File: src/core/sbpr_defs.svh
// Constants of the SDRAM command-side block.
// Assumes inclusion by bare name wherever needed.
`ifndef SBPR_DEFS_SVH
`define SBPR_DEFS_SVH
// Register port
`define SBPR_ADDR_W 4
`define SBPR_OFS_CFG 4'h0
`define SBPR_OFS_STAT 4'h4
// Config fields
`define SBPR_CFG_BL 2:0
`define SBPR_CFG_IL 3
`define SBPR_CFG_CL 6:4
// Burst length codes
`define SBPR_BL_1 3'h0
`define SBPR_BL_2 3'h1
`define SBPR_BL_4 3'h2
`define SBPR_BL_8 3'h3
`define SBPR_BL_FULL 3'h7
// Words per burst
`define SBPR_W_1 10'h001
`define SBPR_W_2 10'h002
`define SBPR_W_4 10'h004
`define SBPR_W_8 10'h008
`define SBPR_W_FULL 10'h200
// Reset values
`define SBPR_BL_RST 3'h3
`define SBPR_CL_RST 3'h3
// Address bit selecting auto precharge / all banks
`define SBPR_AP_BIT 10
`define SBPR_COL_MSB 8
`endif

File: src/core/sbpr_pkg.sv
// Types of the SDRAM command-side block.
// Assumes sbpr_defs.svh for numeric constants.
package sbpr_pkg;
  typedef enum logic [2:0] {
    ST_IDLE  = 3'b000,
    ST_BURST = 3'b001,
    ST_SELF  = 3'b010,
    ST_PDOWN = 3'b011,
    ST_SUSP  = 3'b100
  } sbpr_st_t;

  typedef struct packed {
    logic cke;
    logic cs_n;
    logic ras_n;
    logic cas_n;
    logic we_n;
    logic bank_select_high;
    logic bank_select_low;
    logic [11:0] addr;
  } sbpr_pins_t;

  typedef struct packed {
    sbpr_pins_t p1;
    sbpr_pins_t p2;
    logic lc1;
    logic lc2;
    logic lcp;
    logic cke_prev;
    sbpr_st_t state;
    logic [3:0] open;
    logic wr;
    logic ap;
    logic ap_done;
    logic [1:0] bank;
    logic [8:0] start;
    logic [9:0] cnt;
    logic [3:0] prech;
    logic [8:0] col;
    logic col_vld;
    logic [2:0] burst_length_setting;
    logic il;
    logic [2:0] cl;
    logic [31:0] rdata;
  } sbpr_regs_t;
endpackage

File: src/core/sbpr_ctl.sv
// SDRAM command decode, burst column order, auto and explicit precharge,
// self refresh, power down and clock suspend tracking.
// Assumes link pins are asynchronous to ref_clk_in; link clock sampled.
// Functional notes
// - Sequential burst increments column, wrapping within burst window bits.
// - Interleave burst XORs start column low bits with word index.
// - Address bit 10 high on read or write adds auto precharge, except on full-page writes.
// - Read auto precharge starts CAS-latency-dependent clocks before burst end.
// - Write auto precharge starts two clocks after last write word.
// - CS, RAS, WE low with CAS high decodes precharge.
// - Precharge uses bit 10 and bank selects to choose banks.
// - CS, RAS, CAS, CKE low with WE high enters self refresh.
// - Self refresh ignores all but CKE; leaves once CKE is high.
// - CKE low enters power down; leaves once CKE is high at a link clock edge.
// - CS low with others high is no-operation; bursts continue.
// - CS high is deselect, same as no-operation.
// - Burst type and length come from the mode settings.
// - CKE low during a burst gives clock suspend, not power down.
`timescale 1ns/1ps
`include "sbpr_defs.svh"
module sbpr_ctl (
  // Clock and reset
  input wire logic ref_clk_in,
  input wire logic rst_n_in,
  // Link pins
  input wire logic link_clk_in,
  input wire sbpr_pkg::sbpr_pins_t pins_in,
  // Register port
  input wire logic [`SBPR_ADDR_W-1:0] reg_addr_in,
  input wire logic [31:0] reg_wdata_in,
  input wire logic reg_wr_in,
  input wire logic reg_rd_in,
  output logic [31:0] reg_rdata_out,
  // Core side
  output logic [8:0] col_out,
  output logic col_valid_out,
  output logic burst_write_out,
  output logic [1:0] bank_out,
  output logic [3:0] precharge_out,
  output logic [3:0] bank_open_out,
  output logic self_refresh_out,
  output logic power_down_out,
  output logic clock_suspend_out
);
  sbpr_pkg::sbpr_regs_t r;
  sbpr_pkg::sbpr_regs_t n;

  function automatic logic [9:0] words(input logic [2:0] b);
    case (b)
      `SBPR_BL_1: words = `SBPR_W_1;
      `SBPR_BL_2: words = `SBPR_W_2;
      `SBPR_BL_4: words = `SBPR_W_4;
      `SBPR_BL_8: words = `SBPR_W_8;
      default: words = `SBPR_W_FULL;
    endcase
  endfunction

  function automatic logic [8:0] col_of(input logic [8:0] s, input logic [9:0] c,
                                        input logic il, input logic [8:0] m);
    if (il) begin
      col_of = s ^ (c[8:0] & m);
    end else begin
      col_of = (s & ~m) | (9'(s + c[8:0]) & m);
    end
  endfunction

  logic e;
  logic cmd_ok;
  logic [9:0] blw;
  logic [8:0] mask;
  logic full;
  logic is_nop;
  logic is_pre;
  logic is_sr;
  logic [3:0] pre_mask;

  assign e = r.lc2 & ~r.lcp;
  assign cmd_ok = e & r.cke_prev;
  assign blw = words(r.burst_length_setting);
  assign mask = 9'(blw - 10'h001);
  assign full = r.burst_length_setting == `SBPR_BL_FULL;
  assign is_nop = r.p2.cs_n | (r.p2.ras_n & r.p2.cas_n & r.p2.we_n);
  assign is_pre = !r.p2.cs_n && !r.p2.ras_n && r.p2.cas_n && !r.p2.we_n;
  assign is_sr = !r.p2.cs_n && !r.p2.ras_n && !r.p2.cas_n && r.p2.we_n && !r.p2.cke;
  assign pre_mask = r.p2.addr[`SBPR_AP_BIT] ? 4'hF :
                    4'(4'h1 << {r.p2.bank_select_high, r.p2.bank_select_low});

  always_comb begin
    logic [9:0] nc;
    logic [10:0] nsum;
    nc = 10'h000;
    nsum = 11'h000;
    n = r;
    n.p1 = pins_in;
    n.p2 = r.p1;
    n.lc1 = link_clk_in;
    n.lc2 = r.lc1;
    n.lcp = r.lc2;
    n.prech = 4'h0;
    n.col_vld = 1'b0;
    n.rdata = 32'h0000_0000;
    if (reg_wr_in && reg_addr_in == `SBPR_OFS_CFG) begin
      n.burst_length_setting = reg_wdata_in[`SBPR_CFG_BL];
      n.il = reg_wdata_in[`SBPR_CFG_IL];
      n.cl = reg_wdata_in[`SBPR_CFG_CL];
    end
    if (reg_rd_in && reg_addr_in == `SBPR_OFS_CFG) begin
      n.rdata[`SBPR_CFG_BL] = r.burst_length_setting;
      n.rdata[`SBPR_CFG_IL] = r.il;
      n.rdata[`SBPR_CFG_CL] = r.cl;
    end else if (reg_rd_in && reg_addr_in == `SBPR_OFS_STAT) begin
      n.rdata = {9'h000, r.state, r.open, r.bank, r.wr, r.ap, r.cnt, 2'h0};
    end
    if (e) begin
      n.cke_prev = r.p2.cke;
    end
    case (r.state)
      sbpr_pkg::ST_SELF: begin
        if (r.p2.cke) begin
          n.state = sbpr_pkg::ST_IDLE;
        end
      end
      sbpr_pkg::ST_PDOWN: begin
        if (e && r.p2.cke) begin
          n.state = sbpr_pkg::ST_IDLE;
        end
      end
      sbpr_pkg::ST_SUSP: begin
        if (e && r.p2.cke) begin
          n.state = sbpr_pkg::ST_BURST;
        end
      end
      sbpr_pkg::ST_IDLE, sbpr_pkg::ST_BURST: begin
        if (cmd_ok && r.state == sbpr_pkg::ST_BURST) begin
          // Advance one word; a no-operation leaves this running
          nc = r.cnt + 10'h001;
          if (full) begin
            nc[9] = 1'b0;
          end
          n.cnt = nc;
          if (full || nc < blw) begin
            n.col_vld = 1'b1;
            n.col = col_of(r.start, nc, r.il, mask);
          end
          nsum = {1'b0, nc} + {8'h00, r.cl};
          if (r.ap && !r.ap_done &&
              (r.wr ? {1'b0, nc} == {1'b0, blw} + 11'h001 : nsum >= {1'b0, blw})) begin
            n.prech = 4'(4'h1 << r.bank);
            n.open = r.open & ~n.prech;
            n.ap_done = 1'b1;
          end
          if (!full && nc >= blw && (!r.ap || !r.wr || nc > blw)) begin
            n.state = sbpr_pkg::ST_IDLE;
          end
        end
        if (cmd_ok && !r.p2.cke) begin
          if (is_sr && r.state == sbpr_pkg::ST_IDLE) begin
            n.state = sbpr_pkg::ST_SELF;
          end else if (r.state == sbpr_pkg::ST_BURST) begin
            n.state = sbpr_pkg::ST_SUSP;
          end else begin
            n.state = sbpr_pkg::ST_PDOWN;
          end
        end else if (cmd_ok && !is_nop) begin
          if (!r.p2.ras_n && r.p2.cas_n && r.p2.we_n) begin
            n.open = n.open | 4'(4'h1 << {r.p2.bank_select_high, r.p2.bank_select_low});
          end else if (r.p2.ras_n && !r.p2.cas_n) begin
            n.state = sbpr_pkg::ST_BURST;
            n.start = r.p2.addr[`SBPR_COL_MSB:0];
            n.cnt = 10'h000;
            n.wr = !r.p2.we_n;
            n.ap = r.p2.addr[`SBPR_AP_BIT];
            n.ap_done = 1'b0;
            n.bank = {r.p2.bank_select_high, r.p2.bank_select_low};
            n.col = r.p2.addr[`SBPR_COL_MSB:0];
            n.col_vld = 1'b1;
          end else if (is_pre) begin
            n.prech = n.prech | pre_mask;
            n.open = n.open & ~pre_mask;
          end else if (r.p2.ras_n && r.p2.cas_n && !r.p2.we_n) begin
            n.state = sbpr_pkg::ST_IDLE;
          end
        end
      end
      default: n.state = sbpr_pkg::ST_IDLE;
    endcase
  end

  always_ff @(posedge ref_clk_in) begin
    if (!rst_n_in) begin
      r <= '0;
      r.burst_length_setting <= `SBPR_BL_RST;
      r.cl <= `SBPR_CL_RST;
    end else begin
      r <= n;
    end
  end

  assign reg_rdata_out = r.rdata;
  assign col_out = r.col;
  assign col_valid_out = r.col_vld;
  assign burst_write_out = r.wr;
  assign bank_out = r.bank;
  assign precharge_out = r.prech;
  assign bank_open_out = r.open;
  assign self_refresh_out = r.state == sbpr_pkg::ST_SELF;
  assign power_down_out = r.state == sbpr_pkg::ST_PDOWN;
  assign clock_suspend_out = r.state == sbpr_pkg::ST_SUSP;

  logic live;
  logic [1:0] bank_sel;
  assign live = cmd_ok && r.p2.cke;
  assign bank_sel = {r.p2.bank_select_high, r.p2.bank_select_low};
endmodule // sbpr_ctl

File: config.mk
export PLATFORM = sky130hd
export DESIGN_NAME = sbpr_ctl
export DESIGN_NICKNAME = d
export VERILOG_FILES = /design/src/core/sbpr_pkg.sv /design/src/core/sbpr_ctl.sv
export VERILOG_INCLUDE_DIRS = /design/src /design/src/core
export SDC_FILE = /design/constraint.sdc
export NUM_CORES = 1
export LEC_CHECK = 0
export BUFFER_PORTS_ARGS = -buffer_cell sky130_fd_sc_hd__buf_4
export CAP_MARGIN = 25
export CORE_ASPECT_RATIO = 0.9
export CORE_MARGIN = 2
export CORE_UTILIZATION = 30
export DETAILED_ROUTE_END_ITERATION = 6
export GPL_TIMING_DRIVEN = 0
export PLACE_DENSITY = 0.46
export SLEW_MARGIN = 30
export SYNTH_ARGS = -nofsm -noshare
export SYNTH_HDL_FRONTEND = slang
export SYNTH_SLANG_ARGS = --single-unit
File: constraint.sdc
create_clock -name ref_clk_in -period 4.7 [get_ports ref_clk_in]
set_input_delay 1.41 -clock ref_clk_in [delete_from_list [all_inputs] [get_ports ref_clk_in]]
set_output_delay 1.41 -clock ref_clk_in [all_outputs]
set_load 0.02 [all_outputs]
# Word-level counts from Yosys, hierarchy flattened

Cells that the tools add are included.

$add $sub $neg: 5
Magnitude comparators: 4
Eq/ne operators: 13
Shifts and indexed selects: 2
Mux-type cells: 40
Bitwise gates (word level): 22
Reduce and logical (&&, ||, !) cells: 45

Operators by type and width:

| kind                  | count |
|---|---|
| $mux 24               | 3 |
| $mux 45               | 1 |
| $mux 42               | 1 |
| $pmux 10 s4           | 1 |
| $mux 38               | 1 |
| $mux 3                | 11 |
| $mux 4                | 8 |
| $mux 7                | 4 |
| $and 9x9->9           | 3 |
| $logic_and 1x1->1     | 23 |
| $mux 10               | 2 |
| $eq 3x2->1 const B    | 4 |
| $pmux 3 s4            | 1 |
| $add 10x1->11 const B | 1 |
| $add 10x3->11         | 1 |
| $eq 10x11->1          | 1 |
| $ge 11x10->1          | 1 |
| $add 10x1->10 const B | 1 |
| $ge 10x10->1          | 1 |
| $gt 10x10->1          | 1 |
| $logic_not 1->1       | 10 |
| $lt 10x10->1          | 1 |
| $add 9x9->9           | 1 |
| $mux 9                | 1 |
| 24 further kinds      | 48 |

Bits in registers: 124
Bits of input ports: 60
Output and inout port bits: 56
Logic and storage cells: 168

# Depth between registers and ports, before layout

Depth in word-level cells: 20
Mapped depth: 15
Mapped depth without buffers: 14

# Least setup slack after synthesis

Ideal clock, no wire load.

Path kind: flip-flop to flip-flop
Start: register r[53] (netlist bit)
End: register r (netlist bit bank_open_out[1])
Library setup time: 0.114 ns
Arrival time: 3.289 ns
Data required time: 4.586 ns
Setup slack: 1.296 ns
Stages on the path, launching flop included: 13
Period minus slack after synthesis: 3.404 ns
Cell sequence: dfxtp_1 > ha_1 > buf_2 > xor2_1 > ha_1 > a21oi_1 > nor3_1 > xor2_1 > ha_1 > o311ai_0 > a32o_2 > or4b_1 > a21bo_1

Word-level cells in the longest chain between the ends: 17
Elaborated cells on any way between the ends: 19

Ends and longest elaborated chain:

| item                   | RTL line        | RTL |
|---|---|---|
| from (decl)            | sbpr_ctl.sv:45  | `sbpr_pkg::sbpr_regs_t r;` |
| from (signal assigned) | sbpr_ctl.sv:195 | `r <= n;` |
| $add 10x1->10 *        | sbpr_ctl.sv:136 | `nc = r.cnt + 10'h001;` |
| $mux 1                 | sbpr_ctl.sv:137 | `if (full) begin` |
| $mux 1                 | sbpr_ctl.sv:134 | `if (cmd_ok && r.state == sbpr_pkg::ST_BURST) begin` |
| $mux 1                 | sbpr_ctl.sv:117 | `case (r.state)` |
| $add 10x3->11          | sbpr_ctl.sv:145 | `nsum = {1'b0, nc} + {8'h00, r.cl};` |
| $ge 11x10->1           | sbpr_ctl.sv:147 | `(r.wr ? {1'b0, nc} == {1'b0, blw} + 11'h001 : nsum >= {1'b0, blw})) begin` |
| $mux 1 *               | sbpr_ctl.sv:147 |  |
| $logic_and 1x1->1 *    | sbpr_ctl.sv:146 | `if (r.ap && !r.ap_done &&` |
| $mux 4 *               | sbpr_ctl.sv:146 |  |
| $mux 7 *               | sbpr_ctl.sv:134 |  |
| $mux 7 *               | sbpr_ctl.sv:117 |  |
| $and 4x4->4            | sbpr_ctl.sv:179 | `n.open = n.open & ~pre_mask;` |
| $mux 4                 | sbpr_ctl.sv:177 | `end else if (is_pre) begin` |
| $mux 4                 | sbpr_ctl.sv:167 | `end else if (r.p2.ras_n && !r.p2.cas_n) begin` |
| $mux 4                 | sbpr_ctl.sv:165 | `if (!r.p2.ras_n && r.p2.cas_n && r.p2.we_n) begin` |
| $mux 45                | sbpr_ctl.sv:164 | `end else if (cmd_ok && !is_nop) begin` |
| $mux 42 *              | sbpr_ctl.sv:156 | `if (cmd_ok && !r.p2.cke) begin` |

Every way passes the cells marked *; elsewhere a longest branch is shown, timed or not. The select of a mux whose other input is x is not followed.
A chain may end at the register's enable or synchronous reset.

# Final worst setup path

Start: register r[53] (netlist bit)
End: register r (netlist bit bank_open_out[2])

Same word-level chain as after synthesis.

==> impl.org <==
** Hold path
- The tightest min-delay check is of the register to register type.
- Startpoint of the lowest-slack hold path :: n[86]
- Hold-critical path depth :: 1
- The worst hold path terminates at n[85].

** Setup path
- Along the worst path, the maximum fanout reaches 8.
- Reg2Reg Launch Point :: r[53]
- The setup check on the worst reg-to-reg path leaves a slack of 0.71 ns.
- CP Capture Type :: register
- Reg2Reg Depth :: 12
- Worst Setup Start Kind :: register
- Required time reported for the critical path endpoint :: 5.01 ns
- The critical path is of the register to register type.
- Arrival time worst endpoint :: 4.30 ns
- Endpoint of the worst-slack reg-to-reg timing path :: bank_open_out[2]

** Clocking
- After clock tree synthesis, the clock-pin slew on the worst setup and hold paths is 0.05 ns.
- No sink is reached through more buffers than the 2 on the longest clock path.
- Root buffer cell :: clkbuf_16
- In this run the number of H-tree levels came out at 4.
- Post-CTS setup buffer count :: 0
- Total number of clock tree sinks :: 113
- Hold buffers post-CTS :: 0
- TritonCTS built the clock tree.
- The number of gates resized after CTS was 0.
- Clock latency at the later pin of the worst-skew pair :: 0.42 ns
- In this run, CTS created clock tree buffers numbering 17.

** Logic synthesis
- Counting flops and latches in the post-synthesis netlist gives approximately 110.
- The most used flip-flop cell after synthesis is dfxtp_1.
- The share of the Yosys chip area taken by registers is 38.3%.
- Yosys mapped a number of flops with a built-in enable equal to 0.
- Post-synth design cell area :: between 5000 and 6000 µm²
- Async SR Flop Fraction :: 0%
- Yosys printed 0 warnings.
- Number of distinct library cell variants in the gate-level netlist after synthesis :: 79
- The cell count after synthesis came out at 687.
- Synthesized area divided by synthesized cell count :: 8.60 µm²

** Place
- RePlAce Congestion :: 0.855
- Port-buffer cells :: 78
- Placed insts :: 1023
- DP HPWL :: 11.6 mm

** STA
- The final-report max-slew violation count was 0.
- Slew headroom :: 50.4%
- Fmax :: 251 MHz
- Setup violations remaining at the end of the flow were counted as 0.
- For the pin with the worst max-slew slack, the measured transition is 0.740 ns.
- Setup repair after global routing missed its margin :: false
- The final hold violation count is 0.
- Final hold slack :: 0.428 ns
- Setup Total Neg Slack :: 0 ns
- Period utilisation layout :: 84.9%
- Worst clock skew :: 0.00642 ns
- The smallest clock period supported by the final layout is computed as 3.99 ns.

** Floorplan
- The die is between 150 and 200 µm wide.
- Area of the placeable core :: slightly below 20000 µm²
- Number of cell rows :: 48
- Effective utilization at floorplan :: 30.7%
- For this design the top-level I/O count stands at 116.
- Measured along the y axis, the die boundary spans 137 µm.
- Area of the die :: 20800 µm²

** Finish
- The top cell types in the final layout, fill and taps aside, are 133 x buf_4, 113 x dfxtp_1, 57 x nand2_1, 56 x nor2_1, 51 x and2_1.
- NumNets Final :: between 800 and 900
- Share of post-route cells with drive strength above 1 :: between 20% and 30%
- Filler Cell Count :: 1985
- Synth-to-Final Area Change :: 26.4%
- Most common cell after layout, fill and taps aside :: buf_4
- The number of antenna diodes in the final layout is 0.
- Number of cells in the finished layout apart from fillers :: 1054

** GRT
- Global-route wire length before repair :: 24.9 mm
- Entering global routing, the biggest net connects 17 pins.
- For this run the aggregate overflow at the end of global routing stands at 0.
- GR Util All Layers :: 15.4%
- Number of antenna violations at the first check in global routing :: 0
- Via count of the first global-routing pass :: 4689

** Power
- Reported leakage power :: around 3.3 nW
- The internal portion of the total power is between 1.5 and 2 mW.
- Summed over all nets, the switching power comes to 505 µW.
- IR drop worst, VDD :: 0.222 mV
- Of the total power, combinational logic draws between 3 and 4%.
- Power per cell area :: 328 nW/µm²
- Post-layout total power :: 2.45 mW
- Fraction of power consumed by the clock network :: 56.1%
- Sequential cells account for between 40% and 50% of the total power.
- Switching share of power :: 20.6%

** Drt
- For this block, the routed nets add up to about 16 mm of wire.
- The routed layout has roughly 5000 vias.
- For this run, the detailed router's first-pass iteration total came to 5.
- DRC violation count after routing :: 0
- The detail route stage leaves a number of antenna-violating nets equal to 0.
- Vias/cell :: between 4 and 5
- In the final routed layout, each cell accounts on average for 14.8 µm.
- The first routing iteration left 318 violations.

** Job
- Maximum Capacitance Violations :: 0

** Status
- Run status :: finished, final reports clean
-- synthesized netlist by cell type (all sizes together), types with 3 or more instances --
master  count  area, µm²
buf        59        430
a21o        3       22.5
o221ai      4       35.0
nor2b      10       62.6
or4b        3       30.0
or2         4       25.0
a21oi      23        115
o211ai      3       22.5
a211oi     10       75.1
nand2      59        226
nor2       57        216
xor2       12        105
dfxtp     113       2260
or3         4       26.3
and2       52        327
o22ai       4       25.0
nor3b       6       45.0
clkbuf     26       98.8
inv        25       93.8
a31oi       6       37.5
a21boi     14        105
nand2b      3       18.8
o31a        3       26.3
and4        3       28.8
mux2i      15        150
o21ai      30        154
a22oi       4       30.0
xnor2      15        139
nand4       5       31.3
a32o        5       51.3
nor3       23        115
ha         23        288
nor4        5       46.3
and3        5       31.3
nand3      17       97.6
-- layer usage --
layer	vias up	GRT usage [%]	share of wire, %	wire length (µm)
met5	-	0	0	0
met4	0	7.06	2.6	405
met3	25	4.08	3.7	574
met2	103	24.1	45	7010
met1	2323	19.9	49	7650
li1	2534	-	-	-
-- worst max path at each step --
stage,from,end,slack [ns]
CTS,r[53],bank_open_out[2],0.72
global route,r[53],bank_open_out[2],0.41
floorplan,r[53],bank_open_out[1],1.30
global placement,r[53],bank_open_out[2],0.79
detailed placement,r[53],bank_open_out[1],0.75
finish,r[53],bank_open_out[2],0.71
-- critical path: stages, from the launching register on --
cell	delay, ns
dfxtp_1	0.47
ha_1	0.19
buf_2	0.18
xor2_1	0.61
ha_1	0.39
a21oi_1	0.28
nor3_1	0.12
xor2_1	0.16
ha_1	0.30
o311ai_0	0.13
a32o_2	0.33
or4b_1	0.53
a21o_1	0.18
-- logic make-up after synthesis --
kind of cell / share of synthesized area (%)
buffers and inverters: 10.6
other: 0.0635
AOI/OAI and AO/OA: 15.3
DFF: 38.3
and+or+nand+nor: 23.3
adders and majority gates: 5.55
muxes: 2.73
xor gates and xnor gates: 4.13
-- layout make-up --
type                    instances  area (µm²)  area share, %
repair buffers                 78         586           7.84
flip-flops and latches        113        2260           30.3
inverters                      26        97.6           1.31
well taps                     250         313           4.19
clock inverters                10         156           2.09
clock buffers                  21         470           6.30
plain buffers                  85         529           7.09
multi-input cells             471        3050           40.9
-- through the flow --
step / instance area [µm²] / setup slack (ns) / util [%]
2_1_floorplan: 5940 / 1.30 / -
3_3_place_gp: 6840 / 0.786 / 35.6
3_5_place_dp: 6840 / 0.747 / 35.6
4_1_cts: 7470 / 0.717 / 38.9
5_1_grt: 7470 / 0.409 / 38.9
6_report: 7470 / 0.708 / 38.9
-- flip-flops by register name, summed over array words and instances, names as in the netlist --
name             cells
bank_out             2
reg_rdata_out       23
precharge_out        4
bank_sel             2
burst_write_out      1
n                   19
col_out              9
col_valid_out        1
bank_open_out        4
r                   48
-- power by group through the flow --
stage	sequential [mW]	clock (mW)	combinational, mW
2_1_floorplan	1.00	0	0.0544
3_3_place_gp	1.00	0	0.0900
3_5_place_dp	1.00	0	0.0915
4_1_cts	0.982	1.40	0.0919
5_1_grt	0.984	1.45	0.101
6_report	0.982	1.37	0.0905
Power figures use the tool's default switching activity.
